===== config.mk =====
export PLATFORM = sky130hd
export DESIGN_NAME = btirq_top
export DESIGN_NICKNAME = d
export VERILOG_FILES = /design/src/btirq_pkg.sv /design/src/btirq_debounce.sv /design/src/btirq_top.sv
export VERILOG_INCLUDE_DIRS = /design/src
export SDC_FILE = /design/constraint.sdc
export NUM_CORES = 1
export LEC_CHECK = 0
export BUFFER_PORTS_ARGS = -buffer_cell sky130_fd_sc_hd__buf_4
export CORE_ASPECT_RATIO = 0.7
export CORE_UTILIZATION = 31
export DETAILED_ROUTE_END_ITERATION = 8
export PLACE_DENSITY = 0.49
export RECOVER_POWER = 100
export SLEW_MARGIN = 5
export SYNTH_ARGS = -nofsm -noshare
export SYNTH_HDL_FRONTEND = slang
export SYNTH_SLANG_ARGS = --single-unit
export TNS_END_PERCENT = 5

===== constraint.sdc =====
create_clock -name i_core_clk -period 2.6 [get_ports i_core_clk]
set_clock_uncertainty 0.05 [all_clocks]
set_input_delay 0.52 -clock i_core_clk [delete_from_list [all_inputs] [get_ports i_core_clk]]
set_output_delay 0.52 -clock i_core_clk [all_outputs]
set_load 0.05 [all_outputs]

===== src/btirq_map.svh =====
// Register map, field positions, reset values and timing counts
// for the button and thermal interrupt logic.
// Assumes an 8-bit register space reached by the host command port.
`ifndef BTIRQ_MAP_SVH
`define BTIRQ_MAP_SVH

// ------------------------------------------------------------------
// Register offsets
// ------------------------------------------------------------------
`define BTIRQ_ADDR_TSTAT   8'h20
`define BTIRQ_ADDR_TMASK   8'h21
`define BTIRQ_ADDR_TSENSE  8'h22
`define BTIRQ_ADDR_BSTAT   8'h24
`define BTIRQ_ADDR_BMASK   8'h25
`define BTIRQ_ADDR_BSENSE  8'h26

// ------------------------------------------------------------------
// Field positions and valid-bit sets
// ------------------------------------------------------------------
`define BTIRQ_THERM_LOW_BIT  0
`define BTIRQ_THERM_HIGH_BIT 2
`define BTIRQ_PUSH_BIT       0
`define BTIRQ_HOLD_BASE_BIT  1
`define BTIRQ_HOLD_NUM       5
`define BTIRQ_THERM_VALID    8'h05
`define BTIRQ_BTN_VALID      8'h3F

// ------------------------------------------------------------------
// Reset values
// ------------------------------------------------------------------
`define BTIRQ_STAT_RST   8'h00
`define BTIRQ_SENSE_RST  8'h00
`define BTIRQ_TMASK_RST  8'h05
`define BTIRQ_BMASK_RST  8'h3F

// ------------------------------------------------------------------
// Timing
// ------------------------------------------------------------------
`define BTIRQ_CLK_NS     50
`define BTIRQ_MS_NS      1000000
`define BTIRQ_MS_CYCLES  (`BTIRQ_MS_NS / `BTIRQ_CLK_NS)
`define BTIRQ_HOLD1_S    1
`define BTIRQ_HOLD2_S    2
`define BTIRQ_HOLD3_S    3
`define BTIRQ_HOLD4_S    4
`define BTIRQ_HOLD8_S    8
`define BTIRQ_MS_PER_S   1000

`endif


===== src/btirq_pkg.sv =====
// Types shared by the button and thermal interrupt logic.
// Assumes the constants of btirq_map.svh alongside.
package btirq_pkg;

  // Debounced state of the power button
  typedef enum logic {
    BTIRQ_BTN_UP,
    BTIRQ_BTN_DOWN
  } btirq_btn_t;

  typedef logic [7:0] btirq_byte_t;

endpackage


===== src/btirq_debounce.sv =====
// Debounce filter for the active-low power button input.
// Assumes a one-cycle millisecond tick and an input already synchronous
// to i_core_clk; limits are in milliseconds.
`timescale 1ns/10ps

module btirq_debounce #(
  parameter int LIM_W = 8
) (
  input  wire logic             i_core_clk,
  input  wire logic             i_rst,
  input  wire logic             i_tick,
  input  wire logic             i_button_n,
  input  wire logic [LIM_W-1:0] i_fall_ms,
  input  wire logic [LIM_W-1:0] i_rise_ms,
  output logic                  o_pressed,
  output logic                  o_press_pulse,
  output logic                  o_release_pulse
);

  btirq_pkg::btirq_btn_t state_reg;
  logic [LIM_W-1:0]      cnt_reg;
  logic                  differ;
  logic [LIM_W-1:0]      limit;

  // ----------------------------------------------------------------
  // Filter
  // ----------------------------------------------------------------
  // Raw level disagrees with the filtered state
  assign differ = (state_reg == btirq_pkg::BTIRQ_BTN_UP) ? !i_button_n
                                                         : i_button_n;
  assign limit  = (state_reg == btirq_pkg::BTIRQ_BTN_UP) ? i_fall_ms
                                                         : i_rise_ms;

  // Any bounce back to the stable level restarts the count
  always_ff @(posedge i_core_clk or posedge i_rst) begin
    if (i_rst) begin
      state_reg       <= btirq_pkg::BTIRQ_BTN_UP;
      cnt_reg         <= '0;
      o_press_pulse   <= 1'b0;
      o_release_pulse <= 1'b0;
    end else begin
      o_press_pulse   <= 1'b0;
      o_release_pulse <= 1'b0;
      if (!differ) begin
        cnt_reg <= '0;
      end else if (i_tick) begin
        if (cnt_reg >= limit) begin
          cnt_reg <= '0;
          case (state_reg)
            btirq_pkg::BTIRQ_BTN_UP: begin
              state_reg     <= btirq_pkg::BTIRQ_BTN_DOWN;
              o_press_pulse <= 1'b1;
            end
            btirq_pkg::BTIRQ_BTN_DOWN: begin
              // Only reachable after a press was accepted
              state_reg       <= btirq_pkg::BTIRQ_BTN_UP;
              o_release_pulse <= 1'b1;
            end
            default: begin
              state_reg <= btirq_pkg::BTIRQ_BTN_UP;
            end
          endcase
        end else begin
          cnt_reg <= cnt_reg + 1'b1;
        end
      end
    end
  end

  assign o_pressed = (state_reg == btirq_pkg::BTIRQ_BTN_DOWN);

endmodule


===== src/btirq_top.sv =====
// Interrupt status, mask and sense logic for the power button and the
// two die-temperature thresholds, driving an active-low interrupt pin.
// Assumes comparator levels and the button input synchronous to the
// clock, and a host register port of one access per cycle.
`timescale 1ns/10ps
`include "btirq_map.svh"

module btirq_top #(
  parameter int MS_CYCLES = `BTIRQ_MS_CYCLES,
  parameter int DBNC_W    = 8
) (
  input  wire logic              i_core_clk,
  input  wire logic              i_rst,
  input  wire logic              i_power_button_n,
  input  wire logic              i_therm_low_level,
  input  wire logic              i_therm_high_level,
  input  wire logic [DBNC_W-1:0] i_dbnc_fall_ms,
  input  wire logic [DBNC_W-1:0] i_dbnc_rise_ms,
  input  wire logic [7:0]        i_reg_addr,
  input  wire logic              i_reg_wr,
  input  wire logic              i_reg_rd,
  input  wire logic [7:0]        i_reg_wdata,
  output logic [7:0]             o_reg_rdata,
  output logic                   o_irq_out_n
);

  // ----------------------------------------------------------------
  // Constants
  // ----------------------------------------------------------------
  localparam int PRE_W  = $clog2(MS_CYCLES + 1);
  localparam int HOLD_W = 14;
  localparam int NH     = `BTIRQ_HOLD_NUM;
  localparam logic [PRE_W-1:0] PRE_LAST = PRE_W'(MS_CYCLES - 1);
  localparam logic [HOLD_W-1:0] HOLD_MS [NH] = '{
    HOLD_W'(`BTIRQ_HOLD1_S * `BTIRQ_MS_PER_S),
    HOLD_W'(`BTIRQ_HOLD2_S * `BTIRQ_MS_PER_S),
    HOLD_W'(`BTIRQ_HOLD3_S * `BTIRQ_MS_PER_S),
    HOLD_W'(`BTIRQ_HOLD4_S * `BTIRQ_MS_PER_S),
    HOLD_W'(`BTIRQ_HOLD8_S * `BTIRQ_MS_PER_S)
  };
  localparam logic [HOLD_W-1:0] HOLD_MAX = HOLD_MS[NH-1];

  // ----------------------------------------------------------------
  // Declarations
  // ----------------------------------------------------------------
  logic [PRE_W-1:0]      pre_reg;
  logic                  tick_reg;
  logic                  pressed;
  logic                  press_pulse;
  logic                  release_pulse;
  logic [HOLD_W-1:0]     hold_ms_reg;
  logic [NH-1:0]         hold_level_reg;
  logic [NH-1:0]         hold_event_reg;
  btirq_pkg::btirq_byte_t tstat_reg;
  btirq_pkg::btirq_byte_t tstat_next;
  btirq_pkg::btirq_byte_t tmask_reg;
  btirq_pkg::btirq_byte_t tsense_reg;
  btirq_pkg::btirq_byte_t tsense_next;
  btirq_pkg::btirq_byte_t bstat_reg;
  btirq_pkg::btirq_byte_t bstat_next;
  btirq_pkg::btirq_byte_t bmask_reg;
  btirq_pkg::btirq_byte_t bsense;
  btirq_pkg::btirq_byte_t bset;
  btirq_pkg::btirq_byte_t tclr;
  btirq_pkg::btirq_byte_t bclr;
  btirq_pkg::btirq_byte_t rd_value;

  // ----------------------------------------------------------------
  // Millisecond tick
  // ----------------------------------------------------------------
  // One shared prescaler keeps the debounce and hold timers narrow
  always_ff @(posedge i_core_clk or posedge i_rst) begin
    if (i_rst) begin
      pre_reg  <= '0;
      tick_reg <= 1'b0;
    end else if (pre_reg == PRE_LAST) begin
      pre_reg  <= '0;
      tick_reg <= 1'b1;
    end else begin
      pre_reg  <= pre_reg + 1'b1;
      tick_reg <= 1'b0;
    end
  end

  // ----------------------------------------------------------------
  // Button debounce
  // ----------------------------------------------------------------
  btirq_debounce #(
    .LIM_W (DBNC_W)
  ) u_debounce (
    .i_core_clk      (i_core_clk),
    .i_rst           (i_rst),
    .i_tick          (tick_reg),
    .i_button_n      (i_power_button_n),
    .i_fall_ms       (i_dbnc_fall_ms),
    .i_rise_ms       (i_dbnc_rise_ms),
    .o_pressed       (pressed),
    .o_press_pulse   (press_pulse),
    .o_release_pulse (release_pulse)
  );

  // ----------------------------------------------------------------
  // Hold timers
  // ----------------------------------------------------------------
  // Held at zero while released; saturates so it never wraps
  always_ff @(posedge i_core_clk or posedge i_rst) begin
    if (i_rst) begin
      hold_ms_reg <= '0;
    end else if (!pressed) begin
      hold_ms_reg <= '0;
    end else if (tick_reg && (hold_ms_reg < HOLD_MAX)) begin
      hold_ms_reg <= hold_ms_reg + 1'b1;
    end
  end

  // One level and one event per hold duration
  for (genvar k = 0; k < NH; k++) begin : g_hold
    always_ff @(posedge i_core_clk or posedge i_rst) begin
      if (i_rst) begin
        hold_level_reg[k] <= 1'b0;
        hold_event_reg[k] <= 1'b0;
      end else if (!pressed) begin
        hold_level_reg[k] <= 1'b0;
        hold_event_reg[k] <= 1'b0;
      end else if (!hold_level_reg[k] && (hold_ms_reg >= HOLD_MS[k])) begin
        hold_level_reg[k] <= 1'b1;
        hold_event_reg[k] <= 1'b1;
      end else begin
        hold_event_reg[k] <= 1'b0;
      end
    end
  end

  // ----------------------------------------------------------------
  // Thermal sense and status
  // ----------------------------------------------------------------
  // Sense mirrors comparators; any change of a level is an event
  always_comb begin
    tsense_next = `BTIRQ_SENSE_RST;
    tsense_next[`BTIRQ_THERM_LOW_BIT]  = i_therm_low_level;
    tsense_next[`BTIRQ_THERM_HIGH_BIT] = i_therm_high_level;
  end

  always_comb begin
    tclr = '0;
    if (i_reg_rd && (i_reg_addr == `BTIRQ_ADDR_TSTAT)) begin
      tclr = 8'hFF;
    end else if (i_reg_wr && (i_reg_addr == `BTIRQ_ADDR_TSTAT)) begin
      tclr = i_reg_wdata;
    end
    // Set wins over a clear in the same cycle
    tstat_next = ((tstat_reg & ~tclr) | (tsense_next ^ tsense_reg))
                 & `BTIRQ_THERM_VALID;
  end

  always_ff @(posedge i_core_clk or posedge i_rst) begin
    if (i_rst) begin
      tsense_reg <= `BTIRQ_SENSE_RST;
      tstat_reg  <= `BTIRQ_STAT_RST;
    end else begin
      tsense_reg <= tsense_next;
      tstat_reg  <= tstat_next;
    end
  end

  // ----------------------------------------------------------------
  // Button status
  // ----------------------------------------------------------------
  always_comb begin
    bset = '0;
    bset[`BTIRQ_PUSH_BIT] = press_pulse | release_pulse;
    bset[`BTIRQ_HOLD_BASE_BIT +: NH] = hold_event_reg;
    bclr = '0;
    if (i_reg_rd && (i_reg_addr == `BTIRQ_ADDR_BSTAT)) begin
      bclr = 8'hFF;
    end else if (i_reg_wr && (i_reg_addr == `BTIRQ_ADDR_BSTAT)) begin
      bclr = i_reg_wdata;
    end
    bstat_next = ((bstat_reg & ~bclr) | bset) & `BTIRQ_BTN_VALID;
  end

  always_ff @(posedge i_core_clk or posedge i_rst) begin
    if (i_rst) begin
      bstat_reg <= `BTIRQ_STAT_RST;
    end else begin
      bstat_reg <= bstat_next;
    end
  end

  // Sense view comes from the debounced state, never the raw pin
  always_comb begin
    bsense = '0;
    bsense[`BTIRQ_PUSH_BIT] = pressed;
    // Gated by the pressed state so no hold level outlives the push bit
    bsense[`BTIRQ_HOLD_BASE_BIT +: NH] = hold_level_reg & {NH{pressed}};
  end

  // ----------------------------------------------------------------
  // Masks
  // ----------------------------------------------------------------
  always_ff @(posedge i_core_clk or posedge i_rst) begin
    if (i_rst) begin
      tmask_reg <= `BTIRQ_TMASK_RST;
      bmask_reg <= `BTIRQ_BMASK_RST;
    end else if (i_reg_wr) begin
      if (i_reg_addr == `BTIRQ_ADDR_TMASK) begin
        tmask_reg <= i_reg_wdata & `BTIRQ_THERM_VALID;
      end
      if (i_reg_addr == `BTIRQ_ADDR_BMASK) begin
        bmask_reg <= i_reg_wdata & `BTIRQ_BTN_VALID;
      end
    end
  end

  // ----------------------------------------------------------------
  // Interrupt pin
  // ----------------------------------------------------------------
  // Registered so the pin is glitch-free; one cycle behind status
  always_ff @(posedge i_core_clk or posedge i_rst) begin
    if (i_rst) begin
      o_irq_out_n <= 1'b1;
    end else begin
      o_irq_out_n <= ~(|(tstat_reg & ~tmask_reg) |
                       |(bstat_reg & ~bmask_reg));
    end
  end

  // ----------------------------------------------------------------
  // Read port
  // ----------------------------------------------------------------
  // Unmapped offsets read as zero
  always_comb begin
    case (i_reg_addr)
      `BTIRQ_ADDR_TSTAT:  rd_value = tstat_reg;
      `BTIRQ_ADDR_TMASK:  rd_value = tmask_reg;
      `BTIRQ_ADDR_TSENSE: rd_value = tsense_reg;
      `BTIRQ_ADDR_BSTAT:  rd_value = bstat_reg;
      `BTIRQ_ADDR_BMASK:  rd_value = bmask_reg;
      `BTIRQ_ADDR_BSENSE: rd_value = bsense;
      default:            rd_value = 8'h00;
    endcase
  end

  // Data returns the value before any read-clear of the same edge
  always_ff @(posedge i_core_clk or posedge i_rst) begin
    if (i_rst) begin
      o_reg_rdata <= 8'h00;
    end else if (i_reg_rd) begin
      o_reg_rdata <= rd_value;
    end
  end

  // ----------------------------------------------------------------
  // Assertions
  // ----------------------------------------------------------------
  chk_therm_low_sense: assert property (
    @(posedge i_core_clk) disable iff (i_rst)
    i_therm_low_level |=> tsense_reg[`BTIRQ_THERM_LOW_BIT])
    else $error("lower thermal sense not set");

  chk_therm_high_sense: assert property (
    @(posedge i_core_clk) disable iff (i_rst)
    !i_therm_high_level |=> !tsense_reg[`BTIRQ_THERM_HIGH_BIT] &&
                            !tsense_reg[1])
    else $error("upper thermal sense or unused bit wrong");

  chk_push_on_press: assert property (
    @(posedge i_core_clk) disable iff (i_rst)
    $rose(pressed) |=> bstat_reg[`BTIRQ_PUSH_BIT])
    else $error("push status missing after press");

  chk_push_on_release: assert property (
    @(posedge i_core_clk) disable iff (i_rst)
    $fell(pressed) |=> bstat_reg[`BTIRQ_PUSH_BIT])
    else $error("push status missing after release");

  chk_hold1_timing: assert property (
    @(posedge i_core_clk) disable iff (i_rst)
    $rose(hold_level_reg[0]) |->
      $past(hold_ms_reg) == HOLD_MS[0] ##1 bstat_reg[1])
    else $error("one second hold event wrong");

  chk_hold8_status: assert property (
    @(posedge i_core_clk) disable iff (i_rst)
    hold_event_reg[4] |=> bstat_reg[5] && !bstat_reg[6] && !bstat_reg[7])
    else $error("eight second hold status wrong");

  chk_status_sticky: assert property (
    @(posedge i_core_clk) disable iff (i_rst)
    bstat_reg[2] && !(i_reg_addr == `BTIRQ_ADDR_BSTAT &&
                      (i_reg_rd || (i_reg_wr && i_reg_wdata[2])))
    |=> bstat_reg[2])
    else $error("button status lost without clear");

  chk_irq_asserted: assert property (
    @(posedge i_core_clk) disable iff (i_rst)
    (|(bstat_reg & ~bmask_reg)) |=> !o_irq_out_n)
    else $error("interrupt pin not pulled low");

  chk_irq_masked: assert property (
    @(posedge i_core_clk) disable iff (i_rst)
    ((tstat_reg & ~tmask_reg) == 8'h00) &&
    ((bstat_reg & ~bmask_reg) == 8'h00) |=> o_irq_out_n)
    else $error("interrupt pin low while masked");

  chk_hold_clear: assert property (
    @(posedge i_core_clk) disable iff (i_rst)
    $fell(pressed) |=> hold_level_reg == '0 && hold_ms_reg == '0)
    else $error("hold sense not cleared on release");

  chk_therm_event: assert property (
    @(posedge i_core_clk) disable iff (i_rst)
    $changed(tsense_reg[`BTIRQ_THERM_LOW_BIT]) |->
      tstat_reg[`BTIRQ_THERM_LOW_BIT])
    else $error("thermal crossing not recorded");

  chk_hold_restart: assert property (
    @(posedge i_core_clk) disable iff (i_rst)
    hold_event_reg[0] |=> !hold_event_reg[0] [*8])
    else $error("hold event repeated within press");

endmodule


# Yosys cells after proc, flatten, opt, wreduce, memory -nomap -nowiden
# Index checks and enable logic that the tools add are counted.
# op_classes
n_reduce_logical	21
n_addsub	3
n_lt_le_gt_ge	7
eq_ne	14
n_mux	43
bitwise_logic	16
# ops
op	count
$eq 8x6->1 const B	6
$pmux 6 s6	1
$mux 8	4
$mux 1	30
$ge 14x12->1 const B	2
$mux 14	2
$reduce_or 8->1	2
$add 15x1->15 const B	1
$eq 15x15->1 const B	1
$mux 15	1
$add 14x1->14 const B	1
$ge 14x10->1 const B	1
$ge 14x11->1 const B	1
$ge 14x13->1 const B	1
$lt 14x13->1 const B	1
$ne 2x2->1 const B	7
$mux 6	2
$logic_and 1x1->1	10
$add 8x1->8 const B	1
$and 3x8->8	1
$and 6x8->8	1
$ge 8x8->1	1
$not 3->8	1
$not 6->8	1
other kinds (15)	24
# word_totals
in_bits	39
out_inout_bits	9
reg_bits	78
elab_cells	128

# Logic depth before layout (Yosys ltp)
# logic_depth
word_depth	7
ltp_mapped	10
ltp_nobuf	7

# Hierarchy
# From an unflattened synthesis, not the netlist that was laid out.
# unflattened
hier_cells	399
area_unflattened_um2	4053.9
# modules_own_cells
mod	n_inst	seq_area_each_um2	cells_each	area_each_um2
btirq_top	1	1637.8	316	3210.6
btirq_debounce	1	275.3	83	843.3

# Worst setup path before layout
# No wires, ideal clock.
# synth_timing
kind	reg-to-reg
from	register u_debounce.state_reg, in the netlist u_debounce.o_pressed
to	register u_debounce.cnt_reg[7]
period_less_slack_ns	2.510
path_buffers	3
required_time_ns	2.424
path_stages_with_launch	11
setup_ns	0.126
arrival_time_ns	2.334
slack_ns	0.090
path_cell_list	dfrtp_1 -> buf_2 -> buf_2 -> buf_1 -> mux2i_1 -> ha_1 -> o21a_1 -> nor2_1 -> nor4bb_1 -> nor3_1 -> a311o_1
# synth_between
elab_chain_cells	5
word_cells_on_any_way	7
classes_between	order compare (1); eq/ne (1); mux (5)
# synth_rtl
element	line_no	rtl
from (decl)	btirq_debounce.sv:20	btirq_pkg::btirq_btn_t state_reg;
from (signal assigned)	btirq_debounce.sv:37	state_reg <= btirq_pkg::BTIRQ_BTN_UP;
from (signal assigned)	btirq_debounce.sv:51	state_reg <= btirq_pkg::BTIRQ_BTN_DOWN;
from (signal assigned)	btirq_debounce.sv:56	state_reg <= btirq_pkg::BTIRQ_BTN_UP;
$mux 8	btirq_debounce.sv:31	assign limit = (state_reg == btirq_pkg::BTIRQ_BTN_UP) ? i_fall_ms
$ge 8x8->1	btirq_debounce.sv:47	if (cnt_reg >= limit) begin
$mux 8	btirq_debounce.sv:47	
$mux 8	btirq_debounce.sv:46	end else if (i_tick) begin
$mux 8	btirq_debounce.sv:44	if (!differ) begin
to (signal assigned)	btirq_debounce.sv:64	cnt_reg <= cnt_reg + 1'b1;
to (decl)	btirq_debounce.sv:21	logic [LIM_W-1:0] cnt_reg;
# Parallel ways exist; a longest one is shown, timed or not. The select of a mux whose other input is x is not followed.
# A chain may end at the register's enable or synchronous reset.

# Worst setup path after layout
# Same ends and word-level chain as after synthesis.

==> flow_summary_export.csv <==
group,metric,value,unit
outcome,run_status,"finished, violations left",
outcome,failed_checks,"max-capacitance violations, max-slew violations",
yosys,yosys_warnings,0,
final_layout,fin_nets,478,
power,combPwrFrac,5.8,%
yosys,synth.area.top_cells,"dfrtp_1, dfstp_2, ha_1, nor2_1, xnor2_1",
global_route,antenna_found_initial,0,
final_layout,layout_commonest_cell,"dfrtp_1",
global_route,gr-total-overflow,0,
yosys,synth-seq-cells,76,
timing,setup_violations,0,
final_layout,multi_input_area,0.00182,sq mm
timing,grt_setup_unrepaired,"no",
floorplanning,core,0.0124,sq mm
power,powerDensity,568,mW/mm^2
setup_path,path_class,"register to register",
drt,vias,2877,
power,peakVddDrop,0.354,mV
drt,drt_first_pass_iters,4,
clock_tree,post_cts_resized,0,
clock_tree,max-clock-path-buffers,2,
placed_design,place_congestion,0.785,
clock_tree,clock-root-buffer,"clkbuf_16",
final_layout,seqCellArea,0.00191,sq mm
floorplanning,io-pin-count,48,
final_layout,fill_cells,1247,
clock_tree,cts_buffers,9,
clock_tree,clkTransAtPathRegs,0.06,ns
final_layout,n_antenna_cell,0,
placed_design,placed_area,0.00440,sq mm
final_layout,final_layout_size_suffix_gt1_share,19.0,%
setup_path,required,2.82,ns
drt,drt_iter0_drc,165,
placed_design,dp_cells,578,
setup_path,crit_fanout,3,
timing,tightestPinTransition,1.85,ns
yosys,synthesis.area,0.00394,sq mm
final_layout,final_cell_mix,"dfrtp_1, nor2_1, buf_4",
yosys,avgSynthCellArea,10.2,sq um
global_route,grt_pass1_wl,14000,microns
clock_tree,cts_sinks,76,
drt,routed_wl,8200,microns
placed_design,io_buffer_count,43,
timing,period_minus_slack,2.40,ns
yosys,syn_inst,385,
clock_tree,cts_tree,"built",
setup_path,crit_path_start_kind,"register",
final_layout,stdcell_count,594,
floorplanning,initial_utilization,31.7,%
yosys,yosysTopAreaCellShare,42.5,%
clock_tree,h-tree-depth,3,
setup_path,critPathCaptureType,"register",
global_route,grt_start_max_net_pins,77,
placed_design,dp_hpwl,5880,microns
final_layout,final_core_util,37.4,%
timing,fmax,416,MHz
floorplanning,die_x,137,microns
timing,fin_crit_sh,92.5,%
power,clock_power_share,48.4,%
drt,viasPerCell,4.84,
global_route,grt_usage,13.8,%
job,cap_viol_max_count,1,
global_route,grt_pass1_vias,2851,
power,p_sw_share,21.8,%
floorplanning,dieArea,0.0132,sq mm
yosys,ys_seq_area_share,48.5,%
timing,max_slew_margin,-23.5,%
power,seqPwrFrac,45.9,%
power,p_leak,2.03,nW
drt,wl_per_cell,13.8,microns
floorplanning,rows,34,
hold_path,min_path_type,"primary input to register",
power,switching_power,573,uW
yosys,netlist.top_cell.by_area,"dfrtp_1",
final_layout,final_design_area_no_fill,0.00464,sq mm
final_layout,area_growth,17.8,%
setup_path,worst_ep_arrival_time,2.62,ns
clock_tree,post-cts-setup-buffers,0,
power,p_int,2.06,mW
floorplanning,die_y,96.4,microns
clock_tree,hold_buffers,0,
drt,drc,0,
timing,fin_tns_setup,0,ns
clock_tree,clock_latency,0.33,ns
yosys,yosysUniqueCellTypes,50,
timing,hold_viol,0,
drt,ant_nets,0,
timing,slew_violations,77,
final_layout,largest_register_ffs,15,
==> worst max-delay path, stage by stage, from the launching register on <==
cell	delay, ns
dfrtp_1	0.37
mux2_2	0.36
ha_1	0.27
nand2b_1	0.15
a2111oi_2	0.44
nor4bb_1	0.13
nor3_1	0.35
a311o_1	0.23
==> cells in the mapped netlist (all sizes together) <==
master,number
dfrtp,67
nor2,40
nand2,22
nand3,22
inv,20
o21ai,20
xnor2,17
xor2,15
nand4,13
a21oi,12
buf,12
ha,12
and3,11
mux2,11
dfstp,9
o22ai,9
mux2i,8
nand2b,8
nor3,8
nor4,7
clkbuf,6
a22oi,5
or3,3
a2111oi,2
a21o,2
a31o,2
a31oi,2
and4b,2
nor3b,2
o211ai,2
o21a,2
a311o,1
and2,1
and4,1
clkinv,1
conb,1
mux4,1
nand3b,1
nor2b,1
nor4b,1
nor4bb,1
o31ai,1
o32ai,1
==> logic make-up (layout without fill, tap and decap cells) <==
logic type / count (synthesis) / after routing / share of synthesized area [%]
adder cells (fa/ha/maj): 12 / 12 / 3.81
multiplexers: 20 / 20 / 5.74
flip-flops: 76 / 76 / 48.5
other: 1 / 2 / 0.0951
AO/OA/AOI/OAI: 61 / 61 / 9.97
AND/OR/NAND/NOR: 144 / 144 / 19.7
buffers and inverters: 39 / 85 / 5.05
XOR/XNOR: 32 / 32 / 7.11
==> routing by layer <==
layer	GRT usage [%]	vias to the layer above	part of all wire (%)
met2	20.4	66	41
met3	4.16	6	4.9
met4	3.94	0	0.77
met1	19.5	1361	53
li1	-	1444	-
met5	0	-	0
==> power groups by stage <==
| stage | Clock [mW] | Sequential (mW) | Combinational (mW) |
|---|---|---|---|
| finish | 1.27 | 1.21 | 0.152 |
| global route | 1.37 | 1.21 | 0.172 |
| CTS | 1.32 | 1.21 | 0.161 |
| detailed placement | 0 | 1.23 | 0.160 |
| global placement | 0 | 1.23 | 0.158 |
| floorplan | 0 | 1.23 | 0.0863 |
==> final timing paths <==
path                                    endpoint  cells past startpoint  slack [ns]            startpoint
hold / removal                     tsense_reg[2]                      1        0.28    i_therm_high_level
min in group asynchronous         o_reg_rdata[2]                      3        0.81                 i_rst
setup / recovery           u_debounce.cnt_reg[7]                      7        0.20  u_debounce.o_pressed
hold reg to reg                          bset[2]                      1        0.37     hold_level_reg[1]
setup reg to reg           u_debounce.cnt_reg[7]                      7        0.20  u_debounce.o_pressed
max in group asynchronous         hold_ms_reg[9]                      3        0.61                 i_rst
==> stage by stage <==
step	worst slack [ns]	hold slack, ns	total power, mW
finish	0.195	0.285	2.64
global route	0.0131	0.273	2.75
CTS	0.183	0.246	2.69
detailed placement	0.0424	0.366	1.39
global placement	0.0340	0.361	1.39
floorplan	0.0898	0.354	1.31
==> cell type report <==
type,count,area share (%)
clock buffers,11,5.44
clock inverters,5,1.29
well taps,162,4.37
flip-flops and latches,76,41.2
inverters,21,1.70
repair buffers,48,6.82
multi-input cells,271,39.2
Power figures use the tool's default switching activity.
